File: config.mk
export PLATFORM = sky130hd
export DESIGN_NAME = bsx_exec
export DESIGN_NICKNAME = d
export VERILOG_FILES = /design/src/shared/bsx_pkg.sv /design/src/shared/bsx_flag_if.sv /design/src/hw/bsx_flag_unit.sv /design/src/hw/bsx_exec.sv
export SDC_FILE = /design/constraint.sdc
export NUM_CORES = 1
export LEC_CHECK = 0
export ABC_CLOCK_PERIOD_IN_PS = 2400
export BUFFER_PORTS_ARGS = -buffer_cell sky130_fd_sc_hd__buf_2
export CAP_MARGIN = 40
export CORE_UTILIZATION = 48
export DETAILED_ROUTE_END_ITERATION = 10
export GPL_ROUTABILITY_DRIVEN = 0
export HOLD_SLACK_MARGIN = 0.02
export PLACE_DENSITY = 0.89
export SETUP_SLACK_MARGIN = 0.05
export SLEW_MARGIN = 5
export SYNTH_ARGS = -nofsm -noshare
export SYNTH_HDL_FRONTEND = slang
export SYNTH_SLANG_ARGS = --single-unit
File: constraint.sdc
create_clock -name clk -period 2.4 [get_ports clk]
set_clock_uncertainty 0.05 [all_clocks]
set_input_delay 0.48 -clock clk [delete_from_list [all_inputs] [get_ports clk]]
set_output_delay 0.48 -clock clk [all_outputs]
set_load 0.03 [all_outputs]
File: src/shared/bsx_pkg.sv
// constants and types for the branch / skip / bit execution unit
// assumes one core clock and the core's active-low asynchronous reset
package bsx_pkg;

    // status flag bit positions
    localparam int SF_C = 0;
    localparam int SF_Z = 1;
    localparam int SF_N = 2;
    localparam int SF_V = 3;
    localparam int SF_S = 4;
    localparam int SF_H = 5;
    localparam int SF_T = 6;
    localparam int SF_I = 7;

    // status flags after reset
    localparam logic [7:0] STATUS_FLAGS_REGISTER_RST = 8'h00;

    // cycle counts per instruction class
    localparam logic [1:0] CYC_ONE = 2'h1;
    localparam logic [1:0] CYC_TWO = 2'h2;
    localparam logic [1:0] CYC_THREE = 2'h3;

    // program counter steps
    localparam logic [15:0] PC_SKIP1 = 16'h0002;
    localparam logic [15:0] PC_SKIP2 = 16'h0003;
    localparam logic [15:0] PC_NEXT = 16'h0001;

    // operations of the flag unit
    typedef enum logic [1:0] {
        FOP_NONE,
        FOP_CMP,
        FOP_ROR,
        FOP_ROL
    } bsx_fop_e;

    // sequencer states
    typedef enum logic {
        ST_IDLE,
        ST_BUSY
    } bsx_state_e;

endpackage : bsx_pkg

File: src/shared/bsx_flag_if.sv
// carrier between the executor and its flag unit
// assumes both ends sit in the same clock domain
`timescale 1ns/1ns
interface bsx_flag_if;
    bsx_pkg::bsx_fop_e op; // operation selector
    logic [7:0] opa; // first operand
    logic [7:0] opb; // second operand
    logic [7:0] status_flags_register_in; // flags before
    logic [7:0] res; // byte result
    logic [7:0] status_flags_register_out; // flags after

    modport exec (output op, opa, opb, status_flags_register_in, input res, status_flags_register_out);
    modport unit (input op, opa, opb, status_flags_register_in, output res, status_flags_register_out);
endinterface : bsx_flag_if

File: src/hw/bsx_flag_unit.sv
// combinational flag unit: compare with immediate and rotates through carry
// assumes the executor holds the status flags and samples status_flags_register_out itself
`timescale 1ns/1ns
module bsx_flag_unit (
    bsx_flag_if.unit fu
);
    // compare result, never stored
    wire [7:0] diff = fu.opa - fu.opb;
    // rotates move the old carry in at the far end
    wire [7:0] rr_res = {fu.status_flags_register_in[bsx_pkg::SF_C], fu.opa[7:1]};
    wire [7:0] rl_res = {fu.opa[6:0], fu.status_flags_register_in[bsx_pkg::SF_C]};
    // borrow and overflow terms for the compare
    wire cmp_c = (~fu.opa[7] & fu.opb[7]) | (fu.opb[7] & diff[7]) | (diff[7] & ~fu.opa[7]);
    wire cmp_h = (~fu.opa[3] & fu.opb[3]) | (fu.opb[3] & diff[3]) | (diff[3] & ~fu.opa[3]);
    wire cmp_v = (fu.opa[7] & ~fu.opb[7] & ~diff[7]) | (~fu.opa[7] & fu.opb[7] & diff[7]);

    // select result and rebuild flags; untouched flags pass through
    always_comb begin
        fu.res = fu.opa;
        fu.status_flags_register_out = fu.status_flags_register_in;
        case (fu.op)
            bsx_pkg::FOP_CMP: begin
                fu.res = diff;
                fu.status_flags_register_out[bsx_pkg::SF_Z] = (diff == 8'h00);
                fu.status_flags_register_out[bsx_pkg::SF_N] = diff[7];
                fu.status_flags_register_out[bsx_pkg::SF_V] = cmp_v;
                fu.status_flags_register_out[bsx_pkg::SF_C] = cmp_c;
                fu.status_flags_register_out[bsx_pkg::SF_H] = cmp_h;
                fu.status_flags_register_out[bsx_pkg::SF_S] = diff[7] ^ cmp_v;
            end
            bsx_pkg::FOP_ROR: begin
                fu.res = rr_res;
                fu.status_flags_register_out[bsx_pkg::SF_Z] = (rr_res == 8'h00);
                fu.status_flags_register_out[bsx_pkg::SF_N] = rr_res[7];
                fu.status_flags_register_out[bsx_pkg::SF_C] = fu.opa[0];
                fu.status_flags_register_out[bsx_pkg::SF_V] = rr_res[7] ^ fu.opa[0];
                fu.status_flags_register_out[bsx_pkg::SF_S] = fu.opa[0];
            end
            bsx_pkg::FOP_ROL: begin
                fu.res = rl_res;
                fu.status_flags_register_out[bsx_pkg::SF_Z] = (rl_res == 8'h00);
                fu.status_flags_register_out[bsx_pkg::SF_N] = rl_res[7];
                fu.status_flags_register_out[bsx_pkg::SF_C] = fu.opa[7];
                fu.status_flags_register_out[bsx_pkg::SF_V] = rl_res[7] ^ fu.opa[7];
                fu.status_flags_register_out[bsx_pkg::SF_S] = fu.opa[7];
            end
            default: begin
                fu.res = fu.opa;
            end
        endcase
    end
endmodule : bsx_flag_unit

File: src/hw/bsx_exec.sv
// executor for branch, skip and bit instructions of an 8-bit core
// assumes fetch presents one 16-bit word plus its own address, and a
// register file and I/O space that answer reads in the same cycle
`timescale 1ns/1ns
module bsx_exec (
    input wire logic clk,
    input wire logic reset_n,
    input wire logic instr_valid,
    input wire logic [15:0] instr,
    input wire logic [15:0] pc,
    input wire logic next_two_word,
    output logic ready,
    output logic [4:0] rd_addr,
    output logic [4:0] rr_addr,
    input wire logic [7:0] rd_data,
    input wire logic [7:0] rr_data,
    input wire logic [15:0] z_ptr,
    output logic [4:0] io_raddr,
    input wire logic [7:0] io_rdata,
    output logic reg_we,
    output logic [4:0] reg_waddr,
    output logic [7:0] reg_wdata,
    output logic io_we,
    output logic [4:0] io_waddr,
    output logic [7:0] io_wdata,
    output logic pc_load,
    output logic [15:0] pc_target,
    output logic push_we,
    output logic [15:0] push_data,
    output logic [7:0] status_flags_register,
    output logic done
);

    // pick one bit of a byte; used for registers, I/O and flags
    function automatic logic bit_of(input logic [7:0] v, input logic [2:0] idx);
        return v[idx];
    endfunction : bit_of

    // force one bit of a byte to a value
    function automatic logic [7:0] put_bit(input logic [7:0] v, input logic [2:0] idx,
                                           input logic val);
        logic [7:0] r;
        r = v;
        r[idx] = val;
        return r;
    endfunction : put_bit

    // sequencer and result registers
    bsx_pkg::bsx_state_e state_q, state_d;
    logic [1:0] cnt_q, cnt_d; // cycles still to run after this one
    logic [7:0] status_flags_register_q, status_flags_register_d; // status flags
    logic done_q; // last cycle finished
    logic reg_we_q; // register write pulse
    logic [4:0] reg_waddr_q;
    logic [7:0] reg_wdata_q;
    logic io_we_q; // I/O write pulse
    logic [4:0] io_waddr_q;
    logic [7:0] io_wdata_q;
    logic pc_load_q; // flow change pulse
    logic [15:0] pc_target_q;
    logic push_we_q; // return address push pulse
    logic [15:0] push_data_q;

    // flag unit carrier
    bsx_flag_if fif ();

    // opcode classes
    wire is_indirect_call = (instr == 16'h9509);
    wire is_compare_skip_equal = (instr[15:10] == 6'h04);
    wire is_cpi = (instr[15:12] == 4'h3);
    wire is_skip_reg_bit_clear = (instr[15:9] == 7'h7e) && !instr[3];
    wire is_skip_reg_bit_set = (instr[15:9] == 7'h7f) && !instr[3];
    wire is_io = (instr[15:10] == 6'h26);
    wire is_ioskip = is_io && instr[8]; // bit 9 gives the tested level
    wire is_iomod = is_io && !instr[8]; // bit 9 gives the forced level
    wire is_brb = (instr[15:11] == 5'h1e); // bit 10 set means branch-on-clear
    wire is_ror = (instr[15:9] == 7'h4a) && (instr[3:0] == 4'h7);
    wire is_rol = (instr[15:10] == 6'h07) && (instr[8:4] == {instr[9], instr[3:0]});
    wire is_bflag = (instr[15:8] == 8'h94) && (instr[3:0] == 4'h8);
    wire is_bst = (instr[15:9] == 7'h7d) && !instr[3];
    wire is_bld = (instr[15:9] == 7'h7c) && !instr[3];

    // operand fields
    wire [2:0] bsel = instr[2:0]; // bit index b, also flag index s
    wire [7:0] imm_k = {instr[11:8], instr[3:0]};
    wire [15:0] br_off = {{9{instr[9]}}, instr[9:3]};
    wire [2:0] flag_sel = instr[6:4];

    // register and I/O read addresses, decoded straight from the word
    assign rd_addr = is_cpi ? {1'b1, instr[7:4]} : instr[8:4];
    assign rr_addr = {instr[9], instr[3:0]};
    assign io_raddr = instr[7:3];

    // accept only when idle; fetch must hold the word until taken
    assign ready = (state_q == bsx_pkg::ST_IDLE);
    wire accept = instr_valid && ready;

    // skip decision; the I/O test compares against the level in bit 9
    wire reg_bit = bit_of(rd_data, bsel);
    wire io_bit = bit_of(io_rdata, bsel);
    wire skip_hit = (is_compare_skip_equal && (rd_data == rr_data))
                  | (is_skip_reg_bit_clear && !reg_bit)
                  | (is_skip_reg_bit_set && reg_bit)
                  | (is_ioskip && (io_bit == instr[9]));
    wire [15:0] skip_tgt = pc + (next_two_word ? bsx_pkg::PC_SKIP2 : bsx_pkg::PC_SKIP1);

    // branch decision; the named aliases are fixed choices of s
    wire br_flag = bit_of(status_flags_register_q, bsel);
    wire br_taken = is_brb && (br_flag != instr[10]);
    // same test covers carry, half carry, I, T and V forms
    // the alias encodings select only s and polarity
    wire [15:0] br_tgt = pc + br_off + bsx_pkg::PC_NEXT;

    // cycle count of the accepted instruction
    logic [1:0] ncyc;
    always_comb begin
        ncyc = bsx_pkg::CYC_ONE;
        if (is_indirect_call) begin
            ncyc = bsx_pkg::CYC_THREE;
        end else if (skip_hit) begin
            ncyc = next_two_word ? bsx_pkg::CYC_THREE : bsx_pkg::CYC_TWO;
        end else if (br_taken || is_iomod) begin
            ncyc = bsx_pkg::CYC_TWO;
        end
    end

    // flag unit request
    always_comb begin
        fif.op = bsx_pkg::FOP_NONE;
        if (is_cpi) begin
            fif.op = bsx_pkg::FOP_CMP;
        end else if (is_ror) begin
            fif.op = bsx_pkg::FOP_ROR;
        end else if (is_rol) begin
            fif.op = bsx_pkg::FOP_ROL;
        end
    end
    assign fif.opa = rd_data;
    assign fif.opb = imm_k;
    assign fif.status_flags_register_in = status_flags_register_q;

    bsx_flag_unit u_flag (
        .fu(fif.unit)
    );

    // next flags: only the accepted instruction may touch them
    always_comb begin
        status_flags_register_d = status_flags_register_q;
        if (accept) begin
            if (is_cpi || is_ror || is_rol) begin
                status_flags_register_d = fif.status_flags_register_out;
            end else if (is_bst) begin
                status_flags_register_d = put_bit(status_flags_register_q, 3'(bsx_pkg::SF_T), reg_bit);
            end else if (is_bflag) begin
                status_flags_register_d = put_bit(status_flags_register_q, flag_sel, !instr[7]);
            end
        end
    end

    // sequencer: the accept cycle is the first of the count
    always_comb begin
        state_d = state_q;
        cnt_d = cnt_q;
        case (state_q)
            bsx_pkg::ST_IDLE: begin
                if (accept && (ncyc != bsx_pkg::CYC_ONE)) begin
                    state_d = bsx_pkg::ST_BUSY;
                    cnt_d = ncyc - bsx_pkg::CYC_ONE;
                end
            end
            bsx_pkg::ST_BUSY: begin
                cnt_d = cnt_q - bsx_pkg::CYC_ONE;
                if (cnt_q == bsx_pkg::CYC_ONE) begin
                    state_d = bsx_pkg::ST_IDLE;
                end
            end
            default: begin
                state_d = bsx_pkg::ST_IDLE;
                cnt_d = 2'h0;
            end
        endcase
    end

    // done marks the cycle in which a new word may be taken again
    wire done_d = (accept && (ncyc == bsx_pkg::CYC_ONE))
                | ((state_q == bsx_pkg::ST_BUSY) && (cnt_q == bsx_pkg::CYC_ONE));

    // write-back values
    wire wr_reg = accept && (is_ror || is_rol || is_bld);
    wire [7:0] wr_val = is_bld ? put_bit(rd_data, bsel, status_flags_register_q[bsx_pkg::SF_T])
                               : fif.res;
    wire [7:0] io_val = put_bit(io_rdata, bsel, instr[9]);
    wire flow = accept && (is_indirect_call || skip_hit || br_taken);
    wire [15:0] flow_tgt = is_indirect_call ? z_ptr : (skip_hit ? skip_tgt : br_tgt);

    // sequencer and flags
    always_ff @(posedge clk or negedge reset_n) begin
        if (!reset_n) begin
            state_q <= bsx_pkg::ST_IDLE;
            cnt_q <= 2'h0;
            status_flags_register_q <= bsx_pkg::STATUS_FLAGS_REGISTER_RST;
            done_q <= 1'b0;
        end else begin
            state_q <= state_d;
            cnt_q <= cnt_d;
            status_flags_register_q <= status_flags_register_d;
            done_q <= done_d;
        end
    end

    // register and I/O write pulses, one cycle after accept
    always_ff @(posedge clk or negedge reset_n) begin
        if (!reset_n) begin
            reg_we_q <= 1'b0;
            reg_waddr_q <= 5'h00;
            reg_wdata_q <= 8'h00;
            io_we_q <= 1'b0;
            io_waddr_q <= 5'h00;
            io_wdata_q <= 8'h00;
        end else begin
            reg_we_q <= wr_reg;
            reg_waddr_q <= rd_addr;
            reg_wdata_q <= wr_val;
            io_we_q <= accept && is_iomod;
            io_waddr_q <= io_raddr;
            io_wdata_q <= io_val;
        end
    end

    // flow change and return push, one cycle after accept
    always_ff @(posedge clk or negedge reset_n) begin
        if (!reset_n) begin
            pc_load_q <= 1'b0;
            pc_target_q <= 16'h0000;
            push_we_q <= 1'b0;
            push_data_q <= 16'h0000;
        end else begin
            pc_load_q <= flow;
            pc_target_q <= flow_tgt;
            push_we_q <= accept && is_indirect_call;
            push_data_q <= pc + bsx_pkg::PC_NEXT;
        end
    end

    // outputs
    assign reg_we = reg_we_q;
    assign reg_waddr = reg_waddr_q;
    assign reg_wdata = reg_wdata_q;
    assign io_we = io_we_q;
    assign io_waddr = io_waddr_q;
    assign io_wdata = io_wdata_q;
    assign pc_load = pc_load_q;
    assign pc_target = pc_target_q;
    assign push_we = push_we_q;
    assign push_data = push_data_q;
    assign status_flags_register = status_flags_register_q;
    assign done = done_q;
endmodule : bsx_exec

==> Word-level counts from Yosys, hierarchy flattened <==
Cells that the tools add are included.
{ "word_totals": {"reg_bits": 74, "inputBits": 76, "output_inout_bits": 87, "elab_cells": 164} }
{ "op_classes": {"add_sub_neg": 7, "order_cmp": 4, "n_eq_ne": 28, "muxes": 36, "n_bitwise": 28, "reduce_logical": 44} }
{ "ops": {"columns": ["op", "count"], "rows": [
  ["equality test 7 bit, second input constant", 5],
  ["adder 16 x 1 -> 16 bit, second input constant", 2],
  ["2-to-1 mux 16 bit", 2],
  ["bitwise mux 8 bit", 3],
  ["logical AND 1 bit", 24],
  ["zero test 8 bit", 3],
  ["case mux 8 bit (3 select lines)", 1],
  ["adder 16 bit", 1],
  ["adder 16 x 2 -> 16 bit", 1],
  ["equality test 16 bit, second input constant", 1],
  ["case mux 5 bit (3 select lines)", 1],
  ["2-to-1 mux 2 bit", 7],
  ["2-to-1 mux 7 bit", 2],
  ["equality test 6 x 3 -> 1 bit, second input constant", 2],
  ["AND reduction 4 bit", 3],
  ["2-to-1 mux 1 bit", 10],
  ["AND 1 bit", 9],
  ["binary-select mux 1 bit (select 3 bit)", 3],
  ["OR 1 bit", 9],
  ["equality test 8 bit", 1],
  ["equality test 8 bit, second input constant", 1],
  ["less-than comparator 3 x 4 -> 1 bit, second input constant", 2],
  ["2-to-1 mux 8 bit", 1],
  ["inequality test 2 x 1 -> 1 bit, second input constant", 4],
  ["other kinds (25)", 49]
]} }

==> Longest topological paths before layout <==
Gate-level depths: netlist of run 1.
{ "logic_depth": {"depth_word": 13, "ltp_mapped": 14, "ltp_nobuf": 13} }

==> Hierarchy <==
A second synthesis of run 1 with hierarchy kept.
{ "hier_totals": {"hier_cells": 614, "area_unflattened_um2": 5699.2} }
{ "modules_own_cells": {"columns": ["mod", "instances", "cells_each", "area_each_um2", "seq_area_each_um2"], "rows": [
  ["bsx_exec", 1, 519, 4800.9, 1751.7],
  ["bsx_flag_unit", 1, 95, 898.4, 0.0]
]} }

==> Least setup slack after synthesis of run 1 <==
OpenSTA, ideal clock, no wires.
{ "synth_timing": {"path_type": "input to register", "start": "input instr[1]", "end": "register status_flags_register_q[1] (netlist: status_flags_register[1])", "setup_time_ns": 0.082, "arrival_ns": 3.718, "t_required_ns": 2.268, "setup_slack_ns": -1.450, "cell_stages": 14, "n_path_buf": 2, "path_cell_list": "buf_6 buf_2 inv_1 ha_1 a21o_1 a21o_1 a221o_1 a21o_1 a21o_1 fa_1 or4b_2 nor3_1 nand3b_1 a31oi_1"} }
{ "synth_between": {"elab_chain_cells": 8, "elab_cells_between_ends": 22, "cone_classes": "add/sub (1); eq/ne (8); mux (5); reduce/logical (8)"} }
{ "synth_lines": {"columns": ["element", "line", "source"], "rows": [
  ["from (decl)", "bsx_exec.sv:9", "input wire logic [15:0] instr,"],
  ["equality test 5 bit", "bsx_exec.sv:78", "wire is_rol = (instr[15:10] == 6'h07) && (instr[8:4] == {instr[9], instr[3:0]});"],
  ["logical AND 1 bit", "bsx_exec.sv:78", null],
  ["2-to-1 mux 2 bit", "bsx_exec.sv:134", "end else if (is_rol) begin"],
  ["2-to-1 mux 2 bit", "bsx_exec.sv:132", "end else if (is_ror) begin"],
  ["2-to-1 mux 2 bit", "bsx_exec.sv:130", "if (is_cpi) begin"],
  ["equality test 2 bit or equality test 2 x 1 -> 1 bit (tied branches)", "bsx_flag_unit.sv:21", "case (fu.op)"],
  ["inequality test 4 x 1 -> 1 bit (no line) or case mux 5 bit (3 select lines) (tied branches)", null, null],
  ["AND reduction 4 bit (no line) or 2-to-1 mux 6 bit (tied branches)", null, null],
  ["to (signal assigned)", "bsx_exec.sv:201", "status_flags_register_q <= bsx_pkg::STATUS_FLAGS_REGISTER_RST;"],
  ["to (signal assigned)", "bsx_exec.sv:206", "status_flags_register_q <= status_flags_register_d;"],
  ["to (decl)", "bsx_exec.sv:51", "logic [7:0] status_flags_register_q, status_flags_register_d;"]
]} }
Parallel ways exist; a longest one is shown, timed or not.
A chain may end at the register's enable or synchronous reset.

==> Worst setup path after layout of run 1 <==
Ends and elaborated chain as after synthesis.

==> results of run 1 <==
## per-layer routing
metal,share of wire,global-route usage
met3,0.095,0.08293
met5,0,0
met4,0.067,0.2104
met1,0.37,0.4109
met2,0.47,0.5737
## power groups by stage
stage	logic, mW	clock network, mW	registers, mW
2_1_floorplan	0.687	0	1.67
3_3_place_gp	1.53	0	1.41
3_5_place_dp	1.58	0	1.42
4_1_cts	1.67	0.980	1.40
5_1_grt	1.86	1.02	1.41
6_report	1.75	0.966	1.40
## through the flow
| step | hold slack [ps] | setup TNS, ps | cells |
|---|---|---|---|
| final | 278.5 | -4443 | 1007 |
| after global routing | 270.9 | -6537 | 1007 |
| after detailed placement | 380.2 | -19550 | 973 |
| after CTS | 259.4 | -3659 | 1002 |
| after floorplan | 134.4 | -5674 | 589 |
| after global placement | 381.4 | -17410 | 973 |
## registers in the layout (all words and copies together), names as in the netlist
signal / cells
io_wdata: 8
pc_target: 16
status_flags_register: 8
done: 1
cnt_q: 2
state_q: 1
push_we: 1
io_we: 1
reg_we: 1
io_waddr: 4
push_data: 16
pc_load: 1
reg_waddr: 2
reg_wdata: 8
## worst paths after layout
check	slack [ps]	to	depth (start not counted)
worst min-delay path	280	io_waddr[1]	1
max in group asynchronous	1190	push_data[2]	3
worst max register to register	-50	cnt_q[0]	10
worst min register to register	480	cnt_q[0]	1
worst max-delay path	-500	status_flags_register[1]	13
min in group asynchronous	540	reg_wdata[0]	2
## timing repair
| item | in CTS | in global routing |
|---|---|---|
| buffers inserted | 15 | 7 |
| endpoints found under the setup margin | 33 | 30 |
| gates resized for setup | 42 | 19 |
| pin swaps | 27 | 14 |
| hold buffers | 1 | 0 |
| endpoints found under the hold margin | 26 | 0 |
## cell families after synthesis
family	synth area share
simple gates	0.1881
buf+inv	0.06783
xor+xnor	0.09333
mux	0.05731
compound gates	0.1724
fa+ha+maj	0.09357
flops	0.3275
## layout make-up
cell class | count | area [sq um] | share of cell area
inverter | 23 | 126.4 | 0.01602
clock buffer | 10 | 127.6 | 0.01618
tap | 140 | 175.2 | 0.02221
timing repair buffer | 306 | 1988 | 0.2521
sequential | 70 | 1752 | 0.2221
clock inverter | 6 | 62.56 | 0.007933
multi-input combinational | 452 | 3655 | 0.4634
## cell usage after synthesis, drive strengths merged, types with 3 or more instances
library cell,n
dfrtp,70
nor2,51
nand2,50
a21oi,40
xnor2,33
ha,32
buf,29
o21ai,29
xor2,24
inv,22
nand3,22
nor3,22
clkbuf,15
nor4,12
mux2i,11
a211oi,8
nand4,7
or4,7
a21o,6
a221o,6
a31oi,6
mux2,6
nand2b,6
nor2b,6
a221oi,5
fa,5
mux4,5
o21a,5
a22o,3
a311oi,3
nor3b,3
or3,3
## placed cells by master, fill, tap and decap left out, types with 4 or more instances in the layout
cell type and n:
buf_2 156, buf_4 136, dfrtp_1 70, nor2_1 50, nand2_1 49, xnor2_1 33, a21oi_1 33, ha_1 25
xor2_1 24, nand3_1 22, o21ai_0 22, inv_1 16, nor3_1 13, mux2i_1 9, clkbuf_8 9, buf_6 9
nor4_1 8, nand4_1 7, nor3_2 7, ha_4 7, a21o_1 6, a221o_1 6, nor2b_1 5, mux4_2 5
or4_1 5, o21a_1 5, a21oi_2 5, a31oi_1 5, a211oi_1 5, clkinvlp_4 4, nand2b_1 4, o21ai_1 4
mux2_2 4, a221oi_1 4
## worst reg2reg max path: stages, from the launching register on
cell and delay [ps]:
dfrtp_1 450, mux2i_1 100, mux4_2 500, mux2i_1 160, nor2b_1 170, mux2_4 300
ha_4 160, nand2b_4 160, nand2_2 60, o211ai_2 70, a21boi_1 130
==> results.cfg, run 1 <==
[run_status]
status = finished, violations left
violations = negative setup slack

[critical_path]
reg2reg_from = status_flags_register[1]
crit_family = compound AO/OA/AOI/OAI gates
end_kind = flip-flop
critPathMaxStageDelay_ps = 550
path_max_fanout = 2
cp-startpoint = instr[1]
cp.arrival_ps = 3140
path_cells = buf_8 -> inv_8 -> ha_4 -> a21o_1 -> a21o_1 -> a221o_1 -> a21o_1 -> a21o_1 -> fa_2 -> or4b_4 -> nor3_4 -> nand3b_1 -> a31oi_1
path_common_cell = a21o_1
path_buf_inv = 2
crit_path_start_kind = input pin
critPathRequiredTime_ps = 2640
criticalPathCategory = in2reg
slowest_stage = or4b_4

[logic_synthesis]
synth_area_sq_um = 5349
synth-main-ff-cell = dfrtp_1
seq_area_frac_synth = 0.3275
yosysTopAreaCell = dfrtp_1
synth-seq-cells = 70
synthArstFlopShare = 1.000
synthTopCellsByArea = dfrtp_1 (33%), ha_1 (7.5%), xnor2_1 (5.4%), xor2_1 (3.9%), a21oi_1 (3.7%)
netlist_instances = 589
syn_area_per_cell_sq_um = 9.081
yosys.area.top_type_share = 0.3275
syn_nets = 702
synth-edff-count = 0
synth_warnings = 0
yosys.cell_types.count = 67

[layout]
nFillCells = 720
antennaDiodeCount = 0
drive_gt1_frac = 0.4694
final_util = 0.7275
nNetsFinal = 975
fin_area_sq_um = 7886
syn_to_final_growth_pct = 47.44

[global_routing]
track_usage = 0.3485
grt_pass1_wl_mm = 30.71
grt_max_degree = 45
overflow = 0
first_global_vias = 6157
antenna_found_initial = 0

[sta]
fin_crit_sh = 1.208
worst_slew_pin_slew_ps = 725.8
slew_viol_final = 0
rsz0062_at_grt = yes
hold_viol = 0
setup_ws_ps = -499.3
max_freq_ghz = 0.3449
finalSetupViolCount = 26
period_needed_ps = 2899
max_slew_margin = 0.5121

[power_and_ir_drop]
power_density_nw_per_um2 = 522.8
p_int_mw = 2.521
sw_frac_of_total = 0.3886
p_total_mw = 4.123
vdd_drop_max_mv = 0.3770
seq_power_share = 0.340
pwr-share-clk = 0.234
power_frac_comb = 0.425
p_sw_mw = 1.602
p_leak_nw = 3.708

[die]
core_area_sq_um = 10840
rows = 38
fp.dieH_um = 107.6
die_w_um = 107.6
start_util = 0.4934
die_area_sq_um = 11570
ios = 163

[clock_tree]
cts_tree = yes
cts_buffers = 9
cts_root_buffer = clkbuf_8
cts_buffer_depth = 2
clock_sinks = 70
cts_htree_levels = 3
path_clk_slew_ps = 90
clk_latency_ps = 360

[hold_path]
hold_start = instr[4]
hp-class = in2reg

[route]
vias_per_cell = 6.061
via_count = 6103
drt-pass1-iter-count = 5
wl_mm = 19.92
antenna_left = 0
post-route-drc-count = 0
wl_per_cell_um = 19.78
drt_iter0_drc = 546

[placed_design]
detailed_place_hpwl_mm = 14.45
place_area_sq_um = 7268
port-buffer-count = 162
preCtsSetupSlack_ps = -1061

[run]
max_cap_viol_count = 0
(Power assumes the default switching activity.)
==> inputs of run 2 (changes only) <==
ABC_CLOCK_PERIOD_IN_PS = 3650   (was 2400)
CORE_UTILIZATION = 52   (was 48)
PLACE_DENSITY = 0.92   (was 0.89)
SETUP_SLACK_MARGIN = unset   (was 0.05)
clock period = 3.65 ns   (was 2.4 ns; I/O delays follow)
==> results.cfg, run 2 (synthesis gave the netlist of run 1 again) <==
[global_routing]
track_usage = 0.3408
grt_max_degree = 49
antenna_found_initial = 0
grt_pass1_wl_mm = 27.46
overflow = 0
first_global_vias = 5578

[sta]
max_slew_margin = 0.4541
worst_slew_pin_slew_ps = 812.6
holdWs_ps = 321.3
hold_viol = 0
fin_crit_sh = 0.9656
finalSetupViolCount = 0
slew_viol_final = 0
max_freq_ghz = 0.2837
period_needed_ps = 3524
rsz0062_at_grt = no

[route]
post-route-drc-count = 0
vias_per_cell = 6.341
drt_iter0_drc = 648
antenna_left = 0
wl_mm = 17.64
wl_per_cell_um = 19.58
via_count = 5713
drt-pass1-iter-count = 9

[clock_tree]
cts_setup_buffers = 0
path_clk_slew_ps = 80
clock_sinks = 70
clk_latency_ps = 350
cts_root_buffer = clkbuf_8
cts_tree = yes
cts_buffers = 9
cts_resized = 0
cts_hold_buf = 0
cts_htree_levels = 3
cts_buffer_depth = 2

[power_and_ir_drop]
vdd_drop_max_mv = 0.2035
power_density_nw_per_um2 = 388.3
p_leak_nw = 3.124

[critical_path]
critPathRequiredTime_ps = 3800
crit_path_start_kind = input pin
path_cells = buf_2 -> inv_8 -> ha_4 -> a21o_1 -> a21o_1 -> a221o_1 -> a21o_1 -> a21o_1 -> fa_1 -> buf_4 -> mux2i_1 -> nor2_1 -> a221oi_1 -> a31oi_1
end_kind = flip-flop
criticalPathCategory = in2reg
cp.arrival_ps = 3680
cp-endpoint = status_flags_register[3]
rrSetupSlack_ps = 880
cp-startpoint = instr[1]
r2r_cells = 10
slowest_stage = fa_1
path_common_cell = a21o_1
critPathMaxStageDelay_ps = 590
r2r-end = cnt_q[0]
path_max_fanout = 2
reg2reg_from = status_flags_register[6]

[run]
max_cap_viol_count = 0

[layout]
syn_to_final_growth_pct = 24.33
fin_area_sq_um = 6650
final_common_cell = buf_2
nNetsFinal = 876
final_cell_mix = buf_2 (163), dfrtp_1 (70), nor2_1 (51)
drive_gt1_frac = 0.3320
antennaDiodeCount = 0

[hold_path]
hp-class = in2async

[die]
rows = 36
die_w_um = 103.4
die_area_sq_um = 10700
start_util = 0.5422
fp.dieH_um = 103.4
ios = 163
core_area_sq_um = 9864

[run_status]
status = completed

[placed_design]
place_area_sq_um = 6426
detailed_place_hpwl_mm = 13.48
port-buffer-count = 162
==> run 2: changes by cell type in the layout (fill, tap and decap cells not counted), moves of 5 or more <==
cell / delta
nor3_2: -6
ha_4: -6
buf_6: -9
ha_1: +6
buf_2: +7
buf_4: -92
a21oi_1: +7
nor3_1: +8
a21oi_2: -5
inv_1: +5
o21ai_0: +7
==> run 2: area by class of cell <==
class                           instances  area (sq um)
Timing Repair Buffer                  207          1146
Clock inverter                          5         82.58
Clock buffer                           11         141.4
Fill cell                             686          3214
Sequential cell                        70          1752
Multi-Input combinational cell        452          3268
Inverter                               23         93.84
Tap cell                              133         166.4
==> run 2: worst min-delay path by stage <==
stage                               to  slack (ps)
after floorplan               cnt_q[0]         380
after global placement        cnt_q[0]         420
after detailed placement      cnt_q[0]         440
after CTS                 pc_target[1]         340
after global routing      pc_target[1]         340
final                     reg_waddr[4]         320
==> run 2: routing by layer <==
layer / share of wire / GRT usage / up-vias
li1: - / - / 2460
met2: 0.46 / 0.5466 / 497
met1: 0.36 / 0.4177 / 2616
met3: 0.12 / 0.08804 / 140
met4: 0.058 / 0.1928 / 0
met5: 0 / 0 / -
==> run 2: where the power goes <==
part / total (mW) / leakage, nW / switching [mW] / internal [mW]
Combinational: 0.940 / 2.17 / 0.600 / 0.340
Sequential: 0.924 / 0.838 / 0.0541 / 0.870
Clock: 0.719 / 0.113 / 0.314 / 0.405
==> run 2: metrics by stage <==
stage | power [mW] | utilization | instances | setup WS [ps] | TNS, ps
3_3_place_gp | 1.807 | 0.6509 | 884 | 25.52 | 0
6_report | 2.582 | 0.6742 | 901 | 125.7 | 0
4_1_cts | 2.562 | 0.6742 | 901 | 210.9 | 0
5_1_grt | 2.693 | 0.6742 | 901 | 103.4 | 0
3_5_place_dp | 1.848 | 0.6514 | 885 | -134.1 | -340.5
2_1_floorplan | 1.518 | - | 589 | -118.5 | -118.5
==> run 2: worst max-delay path: cells and delay by family <==
kind            cells  cell delay, ps
buf+inv             3             330
compound gates      7            1560
simple gates        1              60
fa+ha+maj           2             800
mux                 1             190
==> inputs of run 3 (changes only) <==
CORE_UTILIZATION = 56   (was 52)
PLACE_DENSITY = 0.95   (was 0.92)
==> results.cfg, run 3 (synthesis gave the netlist of run 1 again) <==
[run_status]
status = completed

[run]
max_cap_viol_count = 0

[clock_tree]
cts_resized = 0
cts_htree_levels = 3
cts_setup_buffers = 0
cts_tree = yes
path_clk_slew_ps = 80
cts_buffers = 9
cts_buffer_depth = 2
clk_latency_ps = 360
cts_hold_buf = 0
cts_root_buffer = clkbuf_8
clock_sinks = 70

[power_and_ir_drop]
p_leak_nw = 3.098
power_density_nw_per_um2 = 378.0
vdd_drop_max_mv = 0.2129

[critical_path]
crit_path_start_kind = input pin
cp.arrival_ps = 3690
end_kind = flip-flop
path_max_fanout = 2
criticalPathCategory = in2reg
critPathRequiredTime_ps = 3880

[global_routing]
first_global_vias = 5730
grt_pass1_wl_mm = 29.14
overflow = 0
track_usage = 0.3828
grt_max_degree = 32
antenna_found_initial = 0

[placed_design]
preCtsSetupSlack_ps = -154.6
dp_cells = 880
detailed_place_hpwl_mm = 13.28
port-buffer-count = 162

[die]
fp.dieH_um = 99.73
core_area_sq_um = 9240
rows = 35
die_area_sq_um = 9946
die_w_um = 99.73
start_util = 0.5789
ios = 163

[sta]
period_needed_ps = 3459
fin_crit_sh = 0.9478
slew_viol_final = 0
worst_slew_pin_slew_ps = 789.7
hold_viol = 0
holdWs_ps = 297.0
finalSetupViolCount = 0
setup_ws_ps = 190.6
max_freq_ghz = 0.2891
max_slew_margin = 0.4667
rsz0062_at_grt = no

[route]
drt-pass1-iter-count = 9
wl_mm = 18.17
wl_met2_mm = 8.310
vias_per_cell = 6.477
antenna_left = 0
drt_iter0_drc = 777
post-route-drc-count = 0
via_count = 5797
wl_met1_mm = 6.313
wl_met3_mm = 2.148
topRoutingLayerUsed = met4
wl_per_cell_um = 20.30

[hold_path]
hp-class = in2async

[layout]
post_layout_nonfiller_instances = 895
syn_to_final_growth_pct = 23.46
final_cell_mix = buf_2 (162), dfrtp_1 (70), nor2_1 (51)
drive_gt1_frac = 0.3316
antennaDiodeCount = 0
final_common_cell = buf_2
nNetsFinal = 875
final_util = 0.7147
run 3: final timing paths:
check / from / endpoint / slack [ps] / cells after the start
min in group clk: cnt_q[0] / cnt_q[0] / 500 / 1
min: reset_n / io_waddr[0] / 300 / 1
max: rd_data[0] / status_flags_register[1] / 190 / 14
max reg2reg: status_flags_register[6] / cnt_q[0] / 860 / 10
max in group asynchronous: reset_n / pc_target[1] / 2440 / 2
min reg2reg: cnt_q[0] / cnt_q[0] / 500 / 1
run 3: metal layers:
layer | track usage | up-vias
met2 | 0.6037 | 530
met3 | 0.1019 | 139
li1 | - | 2464
met1 | 0.4505 | 2664
met4 | 0.2794 | 0
met5 | 0 | -
run 3: critical path: stages:
cell	delay [ps]
buf_2	100
inv_1	60
ha_1	150
inv_1	60
a21o_1	180
a21o_1	170
a221o_1	350
a21o_1	170
a21o_1	180
fa_1	500
or4b_4	540
nor3_2	180
nand3b_1	130
a31oi_1	190
run 3: final cells by class:
class | instances | area [sq um]
Multi-Input combinational cell | 452 | 3268
Fill cell | 602 | 2636
Sequential cell | 70 | 1752
Timing Repair Buffer | 206 | 1141
Tap cell | 129 | 161.4
Clock buffer | 9 | 123.9
Inverter | 23 | 93.84
Clock inverter | 6 | 63.81
run 3: through the flow:
step / power (mW) / instance area [sq um] / setup TNS, ps
after floorplan: 1.518 / 5394 / -118.5
after global placement: 1.798 / 6416 / 0
after detailed placement: 1.842 / 6416 / -192.0
after CTS: 2.473 / 6604 / 0
after global routing: 2.596 / 6604 / 0
final: 2.496 / 6604 / 0
run 3: report_power, final:
part           switching, mW  internal [mW]
registers             0.0594          0.870
logic                  0.602          0.339
clock network          0.316          0.310
